--- config.mk ---
export PLATFORM = sky130hd
export DESIGN_NAME = sfs_sequencer
export DESIGN_NICKNAME = d
export VERILOG_FILES = /design/src/sfs_pkg.sv /design/src/sfs_timer.sv /design/src/sfs_sequencer.sv
export VERILOG_INCLUDE_DIRS = /design/src /design/src/src
export SDC_FILE = /design/constraint.sdc
export NUM_CORES = 1
export LEC_CHECK = 0
export ABC_AREA = 1
export BUFFER_PORTS_ARGS = -buffer_cell sky130_fd_sc_hd__buf_2
export CAP_MARGIN = 20
export CORE_AREA = 2 2 180 182
export DETAILED_ROUTE_END_ITERATION = 8
export DIE_AREA = 0 0 182 184
export HOLD_SLACK_MARGIN = 0.12
export PLACE_DENSITY = 0.5
export RECOVER_POWER = 25
export SLEW_MARGIN = 20
export SYNTH_ARGS = -nofsm -noshare
export SYNTH_HDL_FRONTEND = slang
export SYNTH_SLANG_ARGS = --single-unit
export TNS_END_PERCENT = 30
--- constraint.sdc ---
create_clock -name clk_i -period 5 [get_ports clk_i]
set_input_delay 0 -clock clk_i [delete_from_list [all_inputs] [get_ports clk_i]]
set_output_delay 0 -clock clk_i [all_outputs]
set_load 0.01 [all_outputs]
--- src/sfs_cfg.svh ---
// constants for the system state and fault sequencer
//
// Behaviour
// - short average-current fault counts only after persisting 2 ms.
// - long average-current fault counts only after persisting 50 ms.
// - reset enters startup: startup switch on, other enables low until trim loaded.
// - switch-on state keeps startup switch on, all other enables low.
// - supply above start moves to switch-off: switch off, regulated supply on.
// - bulk above start enters wakeup for 150 us, only regulated supply on.
// - boot charge: low-side on for fixed time, regulated supply only.
// - run state enables waveform, soft start and regulated supply, switch off.
// - normal operation reached when soft start completes in run state.
// - feedback below burst threshold in normal operation enters burst run.
// - burst run times feedback-below; beyond 200 ms counts as fault.
// - over-temperature, bulk overvoltage in switch-off or wakeup, or any run-state fault enters fault state with all four enables low.
// - fault state waits 1 s before a restart attempt.
// - start-switching threshold differs between self-bias and external-bias mode.
// - run states fault on listed temperature, bulk, output, current, supply faults.
// - boot charge holds low gate output high to charge bootstrap capacitor.
// - output overvoltage and peak current arrive pre-handled by waveform generator.
`ifndef SFS_CFG_SVH
`define SFS_CFG_SVH

`define SFS_CLK_MHZ 100
`define SFS_OCP_SHORT_MS 2
`define SFS_OCP_LONG_MS 50
`define SFS_WAKE_US 150
`define SFS_BOOT_US 10
`define SFS_BURST_MS 200
`define SFS_PAUSE_S 1
`define SFS_OCP_SHORT_CYC (`SFS_OCP_SHORT_MS * 1000 * `SFS_CLK_MHZ)
`define SFS_OCP_LONG_CYC (`SFS_OCP_LONG_MS * 1000 * `SFS_CLK_MHZ)
`define SFS_WAKE_CYC (`SFS_WAKE_US * `SFS_CLK_MHZ)
`define SFS_BOOT_CYC (`SFS_BOOT_US * `SFS_CLK_MHZ)
`define SFS_BURST_CYC (`SFS_BURST_MS * 1000 * `SFS_CLK_MHZ)
`define SFS_PAUSE_CYC (`SFS_PAUSE_S * 1000000 * `SFS_CLK_MHZ)

`define SFS_CW 27

`define SFS_OFF_CTRL 4'h0
`define SFS_OFF_STATUS 4'h4
`define SFS_OFF_IRQ_STS 4'h8
`define SFS_OFF_IRQ_MASK 4'hc

`define SFS_CTRL_EXT_BIAS 0
`define SFS_ST_NORMAL 3
`define SFS_ST_OCP_SHORT 4
`define SFS_ST_OCP_LONG 5
`define SFS_IRQ_FAULT 0
`define SFS_IRQ_BURST_TO 1
`define SFS_IRQ_NORMAL 2
`define SFS_IRQ_RESTART 3
`define SFS_IRQ_W 4

`define SFS_CTRL_RST 1'h0
`define SFS_MASK_RST 4'h0

`endif

--- src/sfs_pkg.sv ---
// types of the system state and fault sequencer
package sfs_pkg;

    // gray along startup, switch on/off, wakeup, boot, run, burst, fault
    typedef enum logic [2:0] {
        SFS_STARTUP = 3'h0,
        SFS_SW_ON = 3'h1,
        SFS_SW_OFF = 3'h3,
        SFS_WAKEUP = 3'h2,
        SFS_BOOT = 3'h6,
        SFS_RUN = 3'h7,
        SFS_BURST = 3'h5,
        SFS_FAULT = 3'h4
    } sfs_state_t;

endpackage

--- src/sfs_timer.sv ---
// interval counter with synchronous clear and registered done flag
`timescale 1ns/1ps
`default_nettype none
`include "sfs_cfg.svh"

module sfs_timer (
    input wire logic clk_i,
    input wire logic arst_n_i,
    input wire logic clr_i,
    input wire logic en_i,
    input wire logic [`SFS_CW-1:0] limit_i,
    output logic done_o
);

    logic [`SFS_CW-1:0] cnt_r;
    logic [`SFS_CW-1:0] cnt_nxt;

    assign cnt_nxt = cnt_r + `SFS_CW'(1);

    // saturates at done so a held condition never wraps
    always_ff @(posedge clk_i or negedge arst_n_i) begin
        if (!arst_n_i) begin
            cnt_r <= '0;
            done_o <= 1'b0;
        end else if (clr_i) begin
            cnt_r <= '0;
            done_o <= 1'b0;
        end else if (en_i && !done_o) begin
            cnt_r <= cnt_nxt;
            done_o <= (cnt_nxt >= limit_i);
        end
    end

endmodule
`default_nettype wire

--- src/sfs_sequencer.sv ---
// system state and fault sequencer with avalon-mm register slave
//
// Local design decisions: the Avalon-MM register port and the placing of the registers.
`timescale 1ns/1ps
`default_nettype none
`include "sfs_cfg.svh"

module sfs_sequencer #(
    parameter int unsigned OCP_SHORT_CYC = `SFS_OCP_SHORT_CYC,
    parameter int unsigned OCP_LONG_CYC = `SFS_OCP_LONG_CYC,
    parameter int unsigned WAKE_CYC = `SFS_WAKE_CYC,
    parameter int unsigned BURST_CYC = `SFS_BURST_CYC,
    parameter int unsigned PAUSE_CYC = `SFS_PAUSE_CYC
) (
    input wire logic clk_i,
    input wire logic arst_n_i,
    input wire logic [3:0] avs_address_i,
    input wire logic avs_read_i,
    input wire logic avs_write_i,
    input wire logic [31:0] avs_writedata_i,
    input wire logic [3:0] avs_byteenable_i,
    output logic [31:0] avs_readdata_o,
    output logic avs_waitrequest_o,
    input wire logic trim_done_i,
    input wire logic over_temp_fault_i,
    input wire logic output_overvoltage_fault_i,
    input wire logic peak_current_fault_i,
    input wire logic avg_current_fault_short_i,
    input wire logic avg_current_fault_long_i,
    input wire logic bulk_above_start_i,
    input wire logic bulk_below_stop_i,
    input wire logic bulk_overvoltage_fault_i,
    input wire logic regulated_supply_undervolt_fault_i,
    input wire logic supply_below_restart_i,
    input wire logic supply_above_switch_start_i,
    input wire logic feedback_below_burst_threshold_i,
    input wire logic softstart_done_i,
    output logic waveform_gen_enable_o,
    output logic regulated_supply_enable_o,
    output logic softstart_enable_o,
    output logic hv_startup_switch_on_o,
    output logic low_gate_output_o,
    output logic ext_bias_mode_o,
    output logic irq_o
);

    localparam logic [`SFS_CW-1:0] L_OCP_SHORT = `SFS_CW'(OCP_SHORT_CYC);
    localparam logic [`SFS_CW-1:0] L_OCP_LONG = `SFS_CW'(OCP_LONG_CYC);
    localparam logic [`SFS_CW-1:0] L_WAKE = `SFS_CW'(WAKE_CYC);
    localparam logic [`SFS_CW-1:0] L_BOOT = `SFS_CW'(`SFS_BOOT_CYC);
    localparam logic [`SFS_CW-1:0] L_BURST = `SFS_CW'(BURST_CYC);
    localparam logic [`SFS_CW-1:0] L_PAUSE = `SFS_CW'(PAUSE_CYC);

    sfs_pkg::sfs_state_t state_r;
    sfs_pkg::sfs_state_t state_nxt;
    logic normal_r;
    logic ctrl_ext_bias_r;
    logic [`SFS_IRQ_W-1:0] irq_sts_r;
    logic [`SFS_IRQ_W-1:0] irq_mask_r;
    logic [`SFS_IRQ_W-1:0] irq_evt;
    logic [1:0] ocp_raw;
    logic [1:0] ocp_qual;
    logic state_done;
    logic burst_timeout;
    logic [`SFS_CW-1:0] state_limit;
    logic in_run;
    logic run_fault;
    logic bulk_ok;
    logic wr_take;
    logic rd_take;
    logic wr_lane0;

    ////////////////////////////////////////////////////////////////////////
    // interval timers

    assign ocp_raw = {avg_current_fault_long_i, avg_current_fault_short_i};

    // each filter restarts the moment its overcurrent condition drops
    genvar gi;
    generate
        for (gi = 0; gi < 2; gi++) begin : g_ocp
            sfs_timer u_ocp (
                .clk_i(clk_i),
                .arst_n_i(arst_n_i),
                .clr_i(!ocp_raw[gi]),
                .en_i(1'b1),
                .limit_i((gi == 0) ? L_OCP_SHORT : L_OCP_LONG),
                .done_o(ocp_qual[gi])
            );
        end
    endgenerate

    always_comb begin
        case (state_r)
            sfs_pkg::SFS_WAKEUP: state_limit = L_WAKE;
            sfs_pkg::SFS_BOOT: state_limit = L_BOOT;
            default: state_limit = L_PAUSE;
        endcase
    end

    // one shared counter, zeroed on every state change
    sfs_timer u_state (
        .clk_i(clk_i),
        .arst_n_i(arst_n_i),
        .clr_i(state_nxt != state_r),
        .en_i(1'b1),
        .limit_i(state_limit),
        .done_o(state_done)
    );

    sfs_timer u_burst (
        .clk_i(clk_i),
        .arst_n_i(arst_n_i),
        .clr_i(!(state_r == sfs_pkg::SFS_BURST && feedback_below_burst_threshold_i)),
        .en_i(1'b1),
        .limit_i(L_BURST),
        .done_o(burst_timeout)
    );

    ////////////////////////////////////////////////////////////////////////
    // state sequencing

    assign in_run = (state_r == sfs_pkg::SFS_RUN) || (state_r == sfs_pkg::SFS_BURST);

    // all run-state faults, the fast ones already acted on by the waveform generator
    assign run_fault = over_temp_fault_i || bulk_overvoltage_fault_i || bulk_below_stop_i
        || output_overvoltage_fault_i || peak_current_fault_i || ocp_qual[0]
        || ocp_qual[1] || regulated_supply_undervolt_fault_i;

    assign bulk_ok = bulk_above_start_i && !bulk_below_stop_i && !bulk_overvoltage_fault_i
        && !regulated_supply_undervolt_fault_i;

    // fault checks sit ahead of every normal arc
    always_comb begin
        state_nxt = state_r;
        case (state_r)
            sfs_pkg::SFS_STARTUP: begin
                if (over_temp_fault_i) begin
                    state_nxt = sfs_pkg::SFS_FAULT;
                end else if (trim_done_i) begin
                    state_nxt = sfs_pkg::SFS_SW_ON;
                end
            end
            sfs_pkg::SFS_SW_ON: begin
                if (over_temp_fault_i) begin
                    state_nxt = sfs_pkg::SFS_FAULT;
                end else if (supply_above_switch_start_i && !supply_below_restart_i) begin
                    state_nxt = sfs_pkg::SFS_SW_OFF;
                end
            end
            sfs_pkg::SFS_SW_OFF: begin
                if (over_temp_fault_i || bulk_overvoltage_fault_i) begin
                    state_nxt = sfs_pkg::SFS_FAULT;
                end else if (supply_below_restart_i) begin
                    state_nxt = sfs_pkg::SFS_SW_ON;
                end else if (bulk_ok) begin
                    state_nxt = sfs_pkg::SFS_WAKEUP;
                end
            end
            sfs_pkg::SFS_WAKEUP: begin
                if (over_temp_fault_i || bulk_overvoltage_fault_i) begin
                    state_nxt = sfs_pkg::SFS_FAULT;
                end else if (supply_below_restart_i) begin
                    state_nxt = sfs_pkg::SFS_SW_ON;
                end else if (state_done) begin
                    state_nxt = sfs_pkg::SFS_BOOT;
                end
            end
            sfs_pkg::SFS_BOOT: begin
                if (over_temp_fault_i) begin
                    state_nxt = sfs_pkg::SFS_FAULT;
                end else if (supply_below_restart_i) begin
                    state_nxt = sfs_pkg::SFS_SW_ON;
                end else if (state_done) begin
                    state_nxt = sfs_pkg::SFS_RUN;
                end
            end
            sfs_pkg::SFS_RUN: begin
                if (run_fault) begin
                    state_nxt = sfs_pkg::SFS_FAULT;
                end else if (supply_below_restart_i) begin
                    state_nxt = sfs_pkg::SFS_SW_ON;
                end else if (normal_r && feedback_below_burst_threshold_i) begin
                    state_nxt = sfs_pkg::SFS_BURST;
                end
            end
            sfs_pkg::SFS_BURST: begin
                if (run_fault || burst_timeout) begin
                    state_nxt = sfs_pkg::SFS_FAULT;
                end else if (supply_below_restart_i) begin
                    state_nxt = sfs_pkg::SFS_SW_ON;
                end else if (!feedback_below_burst_threshold_i) begin
                    state_nxt = sfs_pkg::SFS_RUN;
                end
            end
            sfs_pkg::SFS_FAULT: begin
                if (state_done) begin
                    state_nxt = sfs_pkg::SFS_SW_ON;
                end
            end
            default: state_nxt = sfs_pkg::SFS_FAULT;
        endcase
    end

    always_ff @(posedge clk_i or negedge arst_n_i) begin
        if (!arst_n_i) begin
            state_r <= sfs_pkg::SFS_STARTUP;
        end else begin
            state_r <= state_nxt;
        end
    end

    // outputs follow the next state so they switch with the state register
    always_ff @(posedge clk_i or negedge arst_n_i) begin
        if (!arst_n_i) begin
            waveform_gen_enable_o <= 1'b0;
            regulated_supply_enable_o <= 1'b0;
            softstart_enable_o <= 1'b0;
            hv_startup_switch_on_o <= 1'b1;
            low_gate_output_o <= 1'b0;
        end else begin
            case (state_nxt)
                sfs_pkg::SFS_STARTUP, sfs_pkg::SFS_SW_ON: begin
                    waveform_gen_enable_o <= 1'b0;
                    regulated_supply_enable_o <= 1'b0;
                    softstart_enable_o <= 1'b0;
                    hv_startup_switch_on_o <= 1'b1;
                    low_gate_output_o <= 1'b0;
                end
                sfs_pkg::SFS_SW_OFF, sfs_pkg::SFS_WAKEUP, sfs_pkg::SFS_BOOT: begin
                    waveform_gen_enable_o <= 1'b0;
                    regulated_supply_enable_o <= 1'b1;
                    softstart_enable_o <= 1'b0;
                    hv_startup_switch_on_o <= 1'b0;
                    low_gate_output_o <= (state_nxt == sfs_pkg::SFS_BOOT);
                end
                sfs_pkg::SFS_RUN, sfs_pkg::SFS_BURST: begin
                    waveform_gen_enable_o <= 1'b1;
                    regulated_supply_enable_o <= 1'b1;
                    softstart_enable_o <= 1'b1;
                    hv_startup_switch_on_o <= 1'b0;
                    low_gate_output_o <= 1'b0;
                end
                default: begin
                    waveform_gen_enable_o <= 1'b0;
                    regulated_supply_enable_o <= 1'b0;
                    softstart_enable_o <= 1'b0;
                    hv_startup_switch_on_o <= 1'b0;
                    low_gate_output_o <= 1'b0;
                end
            endcase
        end
    end

    // stays set through burst, drops on leaving the run states
    always_ff @(posedge clk_i or negedge arst_n_i) begin
        if (!arst_n_i) begin
            normal_r <= 1'b0;
        end else if (state_nxt != sfs_pkg::SFS_RUN && state_nxt != sfs_pkg::SFS_BURST) begin
            normal_r <= 1'b0;
        end else if (state_r == sfs_pkg::SFS_RUN && softstart_done_i) begin
            normal_r <= 1'b1;
        end
    end

    ////////////////////////////////////////////////////////////////////////
    // register slave and interrupt

    // waitrequest idles high; drops for one cycle after a request is seen
    assign rd_take = avs_read_i && !avs_waitrequest_o;
    assign wr_take = avs_write_i && !avs_waitrequest_o;
    assign wr_lane0 = wr_take && avs_byteenable_i[0];

    always_ff @(posedge clk_i or negedge arst_n_i) begin
        if (!arst_n_i) begin
            avs_waitrequest_o <= 1'b1;
        end else if (!avs_waitrequest_o) begin
            avs_waitrequest_o <= 1'b1;
        end else if (avs_read_i || avs_write_i) begin
            avs_waitrequest_o <= 1'b0;
        end
    end

    always_ff @(posedge clk_i or negedge arst_n_i) begin
        if (!arst_n_i) begin
            avs_readdata_o <= 32'h0;
        end else if (avs_read_i && avs_waitrequest_o) begin
            case (avs_address_i)
                `SFS_OFF_CTRL: avs_readdata_o <= {31'h0, ctrl_ext_bias_r};
                `SFS_OFF_STATUS: avs_readdata_o <= {26'h0, ocp_qual, normal_r, state_r};
                `SFS_OFF_IRQ_STS: avs_readdata_o <= {28'h0, irq_sts_r};
                `SFS_OFF_IRQ_MASK: avs_readdata_o <= {28'h0, irq_mask_r};
                default: avs_readdata_o <= 32'h0;
            endcase
        end
    end

    // threshold choice is made in the analog comparator
    always_ff @(posedge clk_i or negedge arst_n_i) begin
        if (!arst_n_i) begin
            ctrl_ext_bias_r <= `SFS_CTRL_RST;
            ext_bias_mode_o <= `SFS_CTRL_RST;
        end else begin
            if (wr_lane0 && avs_address_i == `SFS_OFF_CTRL) begin
                ctrl_ext_bias_r <= avs_writedata_i[`SFS_CTRL_EXT_BIAS];
            end
            ext_bias_mode_o <= ctrl_ext_bias_r;
        end
    end

    always_ff @(posedge clk_i or negedge arst_n_i) begin
        if (!arst_n_i) begin
            irq_mask_r <= `SFS_MASK_RST;
        end else if (wr_lane0 && avs_address_i == `SFS_OFF_IRQ_MASK) begin
            irq_mask_r <= avs_writedata_i[`SFS_IRQ_W-1:0];
        end
    end

    always_comb begin
        irq_evt = '0;
        irq_evt[`SFS_IRQ_FAULT] = (state_nxt == sfs_pkg::SFS_FAULT)
            && (state_r != sfs_pkg::SFS_FAULT);
        irq_evt[`SFS_IRQ_BURST_TO] = (state_r == sfs_pkg::SFS_BURST) && burst_timeout;
        irq_evt[`SFS_IRQ_NORMAL] = (state_r == sfs_pkg::SFS_RUN) && softstart_done_i
            && !normal_r;
        irq_evt[`SFS_IRQ_RESTART] = (state_nxt == sfs_pkg::SFS_SW_ON)
            && (state_r != sfs_pkg::SFS_SW_ON) && (state_r != sfs_pkg::SFS_STARTUP);
    end

    // a new event beats a write-one-to-clear in the same cycle
    always_ff @(posedge clk_i or negedge arst_n_i) begin
        if (!arst_n_i) begin
            irq_sts_r <= '0;
        end else if (wr_lane0 && avs_address_i == `SFS_OFF_IRQ_STS) begin
            irq_sts_r <= (irq_sts_r & ~avs_writedata_i[`SFS_IRQ_W-1:0]) | irq_evt;
        end else begin
            irq_sts_r <= irq_sts_r | irq_evt;
        end
    end

    always_ff @(posedge clk_i or negedge arst_n_i) begin
        if (!arst_n_i) begin
            irq_o <= 1'b0;
        end else begin
            irq_o <= |(irq_sts_r & irq_mask_r);
        end
    end

    // own count of cycles in fault, kept apart from the shared state timer
    logic [`SFS_CW-1:0] pause_cnt_r;

    always_ff @(posedge clk_i or negedge arst_n_i) begin
        if (!arst_n_i) begin
            pause_cnt_r <= '0;
        end else if (state_r != sfs_pkg::SFS_FAULT) begin
            pause_cnt_r <= '0;
        end else if (pause_cnt_r != '1) begin
            pause_cnt_r <= pause_cnt_r + `SFS_CW'(1);
        end
    end
endmodule
`default_nettype wire

==> results by group <==
Drt
  – Wire length after detailed routing: 24.26 mm
  – DR WL/cell: 13.41 µm
  – Total via count after detailed routing: 8559
  – Number of DRC violations after detailed-routing iteration 0: 538
  – Total DRC errors in the routed layout: 0
  – TritonRoute pass-1 iters: 5
  – Final antenna-violating net count: 0
  – Avg Vias per Cell: 4.731

Timing
  – Post-Route Skew: 0.01343 ns
  – Final-report max-slew violation count: 98
  – Unrepaired setup endpoints after global routing: false
  – Remaining max-slew budget at the tightest pin: -0.6589
  – Final total negative setup slack: 0 ns
  – Tmin final: 3.339 ns
  – Final-report hold violation count: 0
  – Count of final setup violators: 0
  – Highest Clock Rate: 299.5 MHz
  – Worst-margin pin slew: 2.488 ns
  – Part of the cycle the worst path needs: 0.6679
  – Hold Slack: 0.1440 ns

Clocking
  – Total clock buffers created by CTS: 17
  – Post-CTS sizing: 0
  – CTS H-Tree Depth: 4
  – Number of clock sinks: 138
  – Number of setup buffers added after CTS: 0
  – Clock tree from TritonCTS: yes
  – Cell chosen for the clock root: clkbuf_16
  – Clk_lat worst skew: 0.43 ns
  – Clock Pin Slew Worst Setup and Hold Paths: 0.06 ns
  – Max clock buf depth: 2

Synth
  – Cell with the most instances after synthesis: nand2_1
  – Mean area per synthesized cell: 6.984 µm²
  – Biggest area contributors in the synthesized netlist: dfrtp_1 (37%), nand2_1 (16%), inv_1 (6.8%)
  – Yosys reg bits: 138
  – Fraction of registers with async set or reset after synthesis: 1.000
  – Warnings, synthesis: 0
  – Most used DFF post-synth: dfrtp_1
  – Cell count after synthesis: 1331
  – Portion of synthesized cell area occupied by the leading cell type: 0.3661
  – Post-Syn Area: 0.009295 mm²
  – Number of distinct library cells after synthesis: 44
  – Top cells by instance count after synthesis: nand2_1 (391), inv_1 (168), nor2_1 (145)
  – Fraction of the yosys area taken by sequential cells: 0.3718
  – Leading area contributor after synthesis: dfrtp_1
  – Number of flops mapped to enable cells by yosys: 0

Power and ir drop
  – Share of power burned in the clock network: 0.416
  – Leak Pwr: 4.673 nW
  – Maximum resistive drop on vdd: 0.2840 mV
  – Sequential fraction of design power: 0.438
  – Switching power: 0.8794 mW
  – Comb power frac: 0.146
  – Total power divided by cell area: 263.5 mW/mm²
  – Cell internal pwr: 1.907 mW
  – Net switching share of the total power: 0.3156

GRT
  – First-pass GRT wire length: 40.84 mm
  – Via count of the first global-routing pass: 8341
  – Largest net degree at the start of global routing: 98
  – Global router's overall resource usage: 0.1501
  – Sum of overflow across all layers after global routing: 0
  – Number of antenna violations at the first check in global routing: 0

Hold path
  – HP Class: primary input to flop
  – Worst-case hold path end point: irq_mask_r[1]
  – Startpoint of the lowest-slack hold path: avs_byteenable_i[0]
  – Hold Crit Depth: 5

Die
  – X dimension of the die: 182 µm
  – Number of I/O pins: 98
  – Effective utilization at floorplan: 0.2961
  – Y dimension of the die: 184 µm
  – Area of the placeable core: 0.03139 mm²
  – Area of the die: 0.03349 mm²
  – Cell Rows: 65

Placed design
  – Number of port buffers: 40
  – Placed wire-length estimate: 17.45 mm
  – RD Place Congestion: 0.8442

Setup path
  – Sort of element at the start of the critical path: flop
  – Crit path kind: flop to flop
  – Launch point of the worst reg-to-reg path: u_state.cnt_r[0]
  – Worst flop-to-flop path endpoint: u_state.done_o
  – R2r setup slk: 1.66 ns
  – Critical Path Fanout Max: 9
  – Critical path capture point type: flop
  – Reg2Reg Depth: 20
  – Endpoint required time on the critical path: 5.29 ns
  – Signal arrival time at the worst endpoint: 3.63 ns

Layout
  – Final layout net count: 1477
  – Area growth, synth to finish: 13.78%
  – Number of filler cells placed in the layout: 3392
  – Ant. Diodes: 0
  – Fraction of layout cells with a size suffix above 1: 0.06965

Outcome
  – Violated checks: max-capacitance violations, max-slew violations
  – Outcome: finished with violations

Job
  – Max-Cap Viols: 1
## what timing repair did
action | CTS | global route
hold endpoints to repair | 121 | 0
endpoints found under the setup margin | 0 | 0
hold buffers | 26 | 0
## final cells by class
type	instances	area [µm²]	area share
clock inverters	13	95.09	0.008991
well taps	402	503.0	0.04756
inverters	174	655.6	0.06199
clock buffers	18	429.2	0.04058
flip-flops and latches	138	3456	0.3267
multi-input cells	995	4970	0.4699
repair buffers	69	467.9	0.04424
## cell families (layout without fill, tap and decap cells)
family          Yosys count  count (layout)  synth area share
simple gates            711             711            0.3244
buf+inv                 223             274            0.1036
compound gates          169             169            0.1062
flops                   138             138            0.3718
xor+xnor                 65              65           0.06125
fa+ha+maj                24              24           0.03231
other cells               1              26         0.0004034
## power by group through the flow
| stage | Sequential, mW | Combinational (mW) | Clock [mW] |
|---|---|---|---|
| final | 1.22 | 0.406 | 1.16 |
| after global routing | 1.23 | 0.463 | 1.24 |
| after CTS | 1.22 | 0.418 | 1.20 |
| after detailed placement | 1.24 | 0.398 | 0 |
| after global placement | 1.24 | 0.398 | 0 |
| after floorplan | 1.22 | 0.313 | 0 |
## state kept, by name, indices dropped and copies added (netlist names)
signal,cells
irq_o,1
g_ocp.u_ocp.done_o,2
u_state.cnt_r,27
low_gate_output_o,1
hv_startup_switch_on_o,1
u_state.done_o,1
u_burst.cnt_r,27
u_burst.done_o,1
irq_mask_r,4
regulated_supply_enable_o,1
state_r,3
avs_readdata_o,6
g_ocp.u_ocp.cnt_r,54
irq_sts_r,4
avs_waitrequest_o,1
normal_r,1
ext_bias_mode_o,1
ctrl_ext_bias_r,1
softstart_enable_o,1
## layer usage
layer | vias up | part of all wire | track usage
met5 | - | 0 | 0
met4 | 0 | 0.0096 | 0.03677
met3 | 16 | 0.025 | 0.02575
met2 | 113 | 0.48 | 0.2586
met1 | 4042 | 0.49 | 0.1957
li1 | 4388 | - | -
## worst max-delay path, cell delays in order (launching register included)
cell and delay [ns]:
dfrtp_1 0.51, ha_1 0.26, nand3_1 0.14, nor2_2 0.21, nand3_1 0.20, nor3_2 0.26
nand2_1 0.15, inv_1 0.10, nand2_1 0.06, xnor2_1 0.21, ha_1 0.30, a21oi_1 0.13
nand2_1 0.08, nor2_1 0.10, nand3_1 0.09, a21oi_1 0.11, nand2_1 0.06, nand2_1 0.06
nand2_1 0.06, nand2_1 0.07, a21oi_2 0.05
## how the worst max path moves through the flow
stage                                 to             start  slack [ns]  depth (start not counted)
after CTS                 u_state.done_o  u_state.cnt_r[0]        1.68                         20
after global routing      u_state.done_o  u_state.cnt_r[0]        1.17                         20
after global placement    u_state.done_o  u_state.cnt_r[0]        1.71                         20
final                     u_state.done_o  u_state.cnt_r[0]        1.66                         20
after floorplan           u_state.done_o  u_state.cnt_r[1]        2.39                         20
after detailed placement  u_state.done_o  u_state.cnt_r[0]        1.70                         20
## cells in the final DEF, fill, tap and decap left out, drive strengths merged
| cell | count |
|---|---|
| xnor2 | 8 |
| a22o | 3 |
| conb | 26 |
| a21oi | 43 |
| and2 | 2 |
| o22ai | 48 |
| clkinv | 6 |
| clkbuf | 31 |
| a211oi | 1 |
| or2 | 3 |
| nand3b | 4 |
| a221oi | 1 |
| o221ai | 1 |
| dfrtp | 136 |
| o211ai | 1 |
| nand4 | 28 |
| nor3 | 40 |
| dlygate4sd3 | 26 |
| nor4 | 5 |
| xor2 | 57 |
| nor3b | 1 |
| dfstp | 2 |
| nand3 | 81 |
| nor2 | 151 |
| o2111ai | 1 |
| buf | 30 |
| nand2 | 395 |
| o31ai | 2 |
| and3 | 1 |
| ha | 24 |
| o32ai | 1 |
| o21ai | 67 |
| inv | 175 |
| clkinvlp | 6 |
## stage by stage
| step | utilization | power [mW] | setup slack, ns | std cells | cell area (µm²) |
|---|---|---|---|---|---|
| detailed placement | 0.3126 | 1.638 | 1.699 | 1752 | 9813 |
| global placement | 0.3126 | 1.636 | 1.711 | 1752 | 9813 |
| CTS | 0.3376 | 2.834 | 1.682 | 1809 | 10600 |
| floorplan | - | 1.535 | 2.387 | 1356 | 9389 |
| finish | 0.3369 | 2.787 | 1.661 | 1809 | 10580 |
| global route | 0.3369 | 2.930 | 1.174 | 1809 | 10580 |
Note: power is estimated with default switching activity, not from simulation.
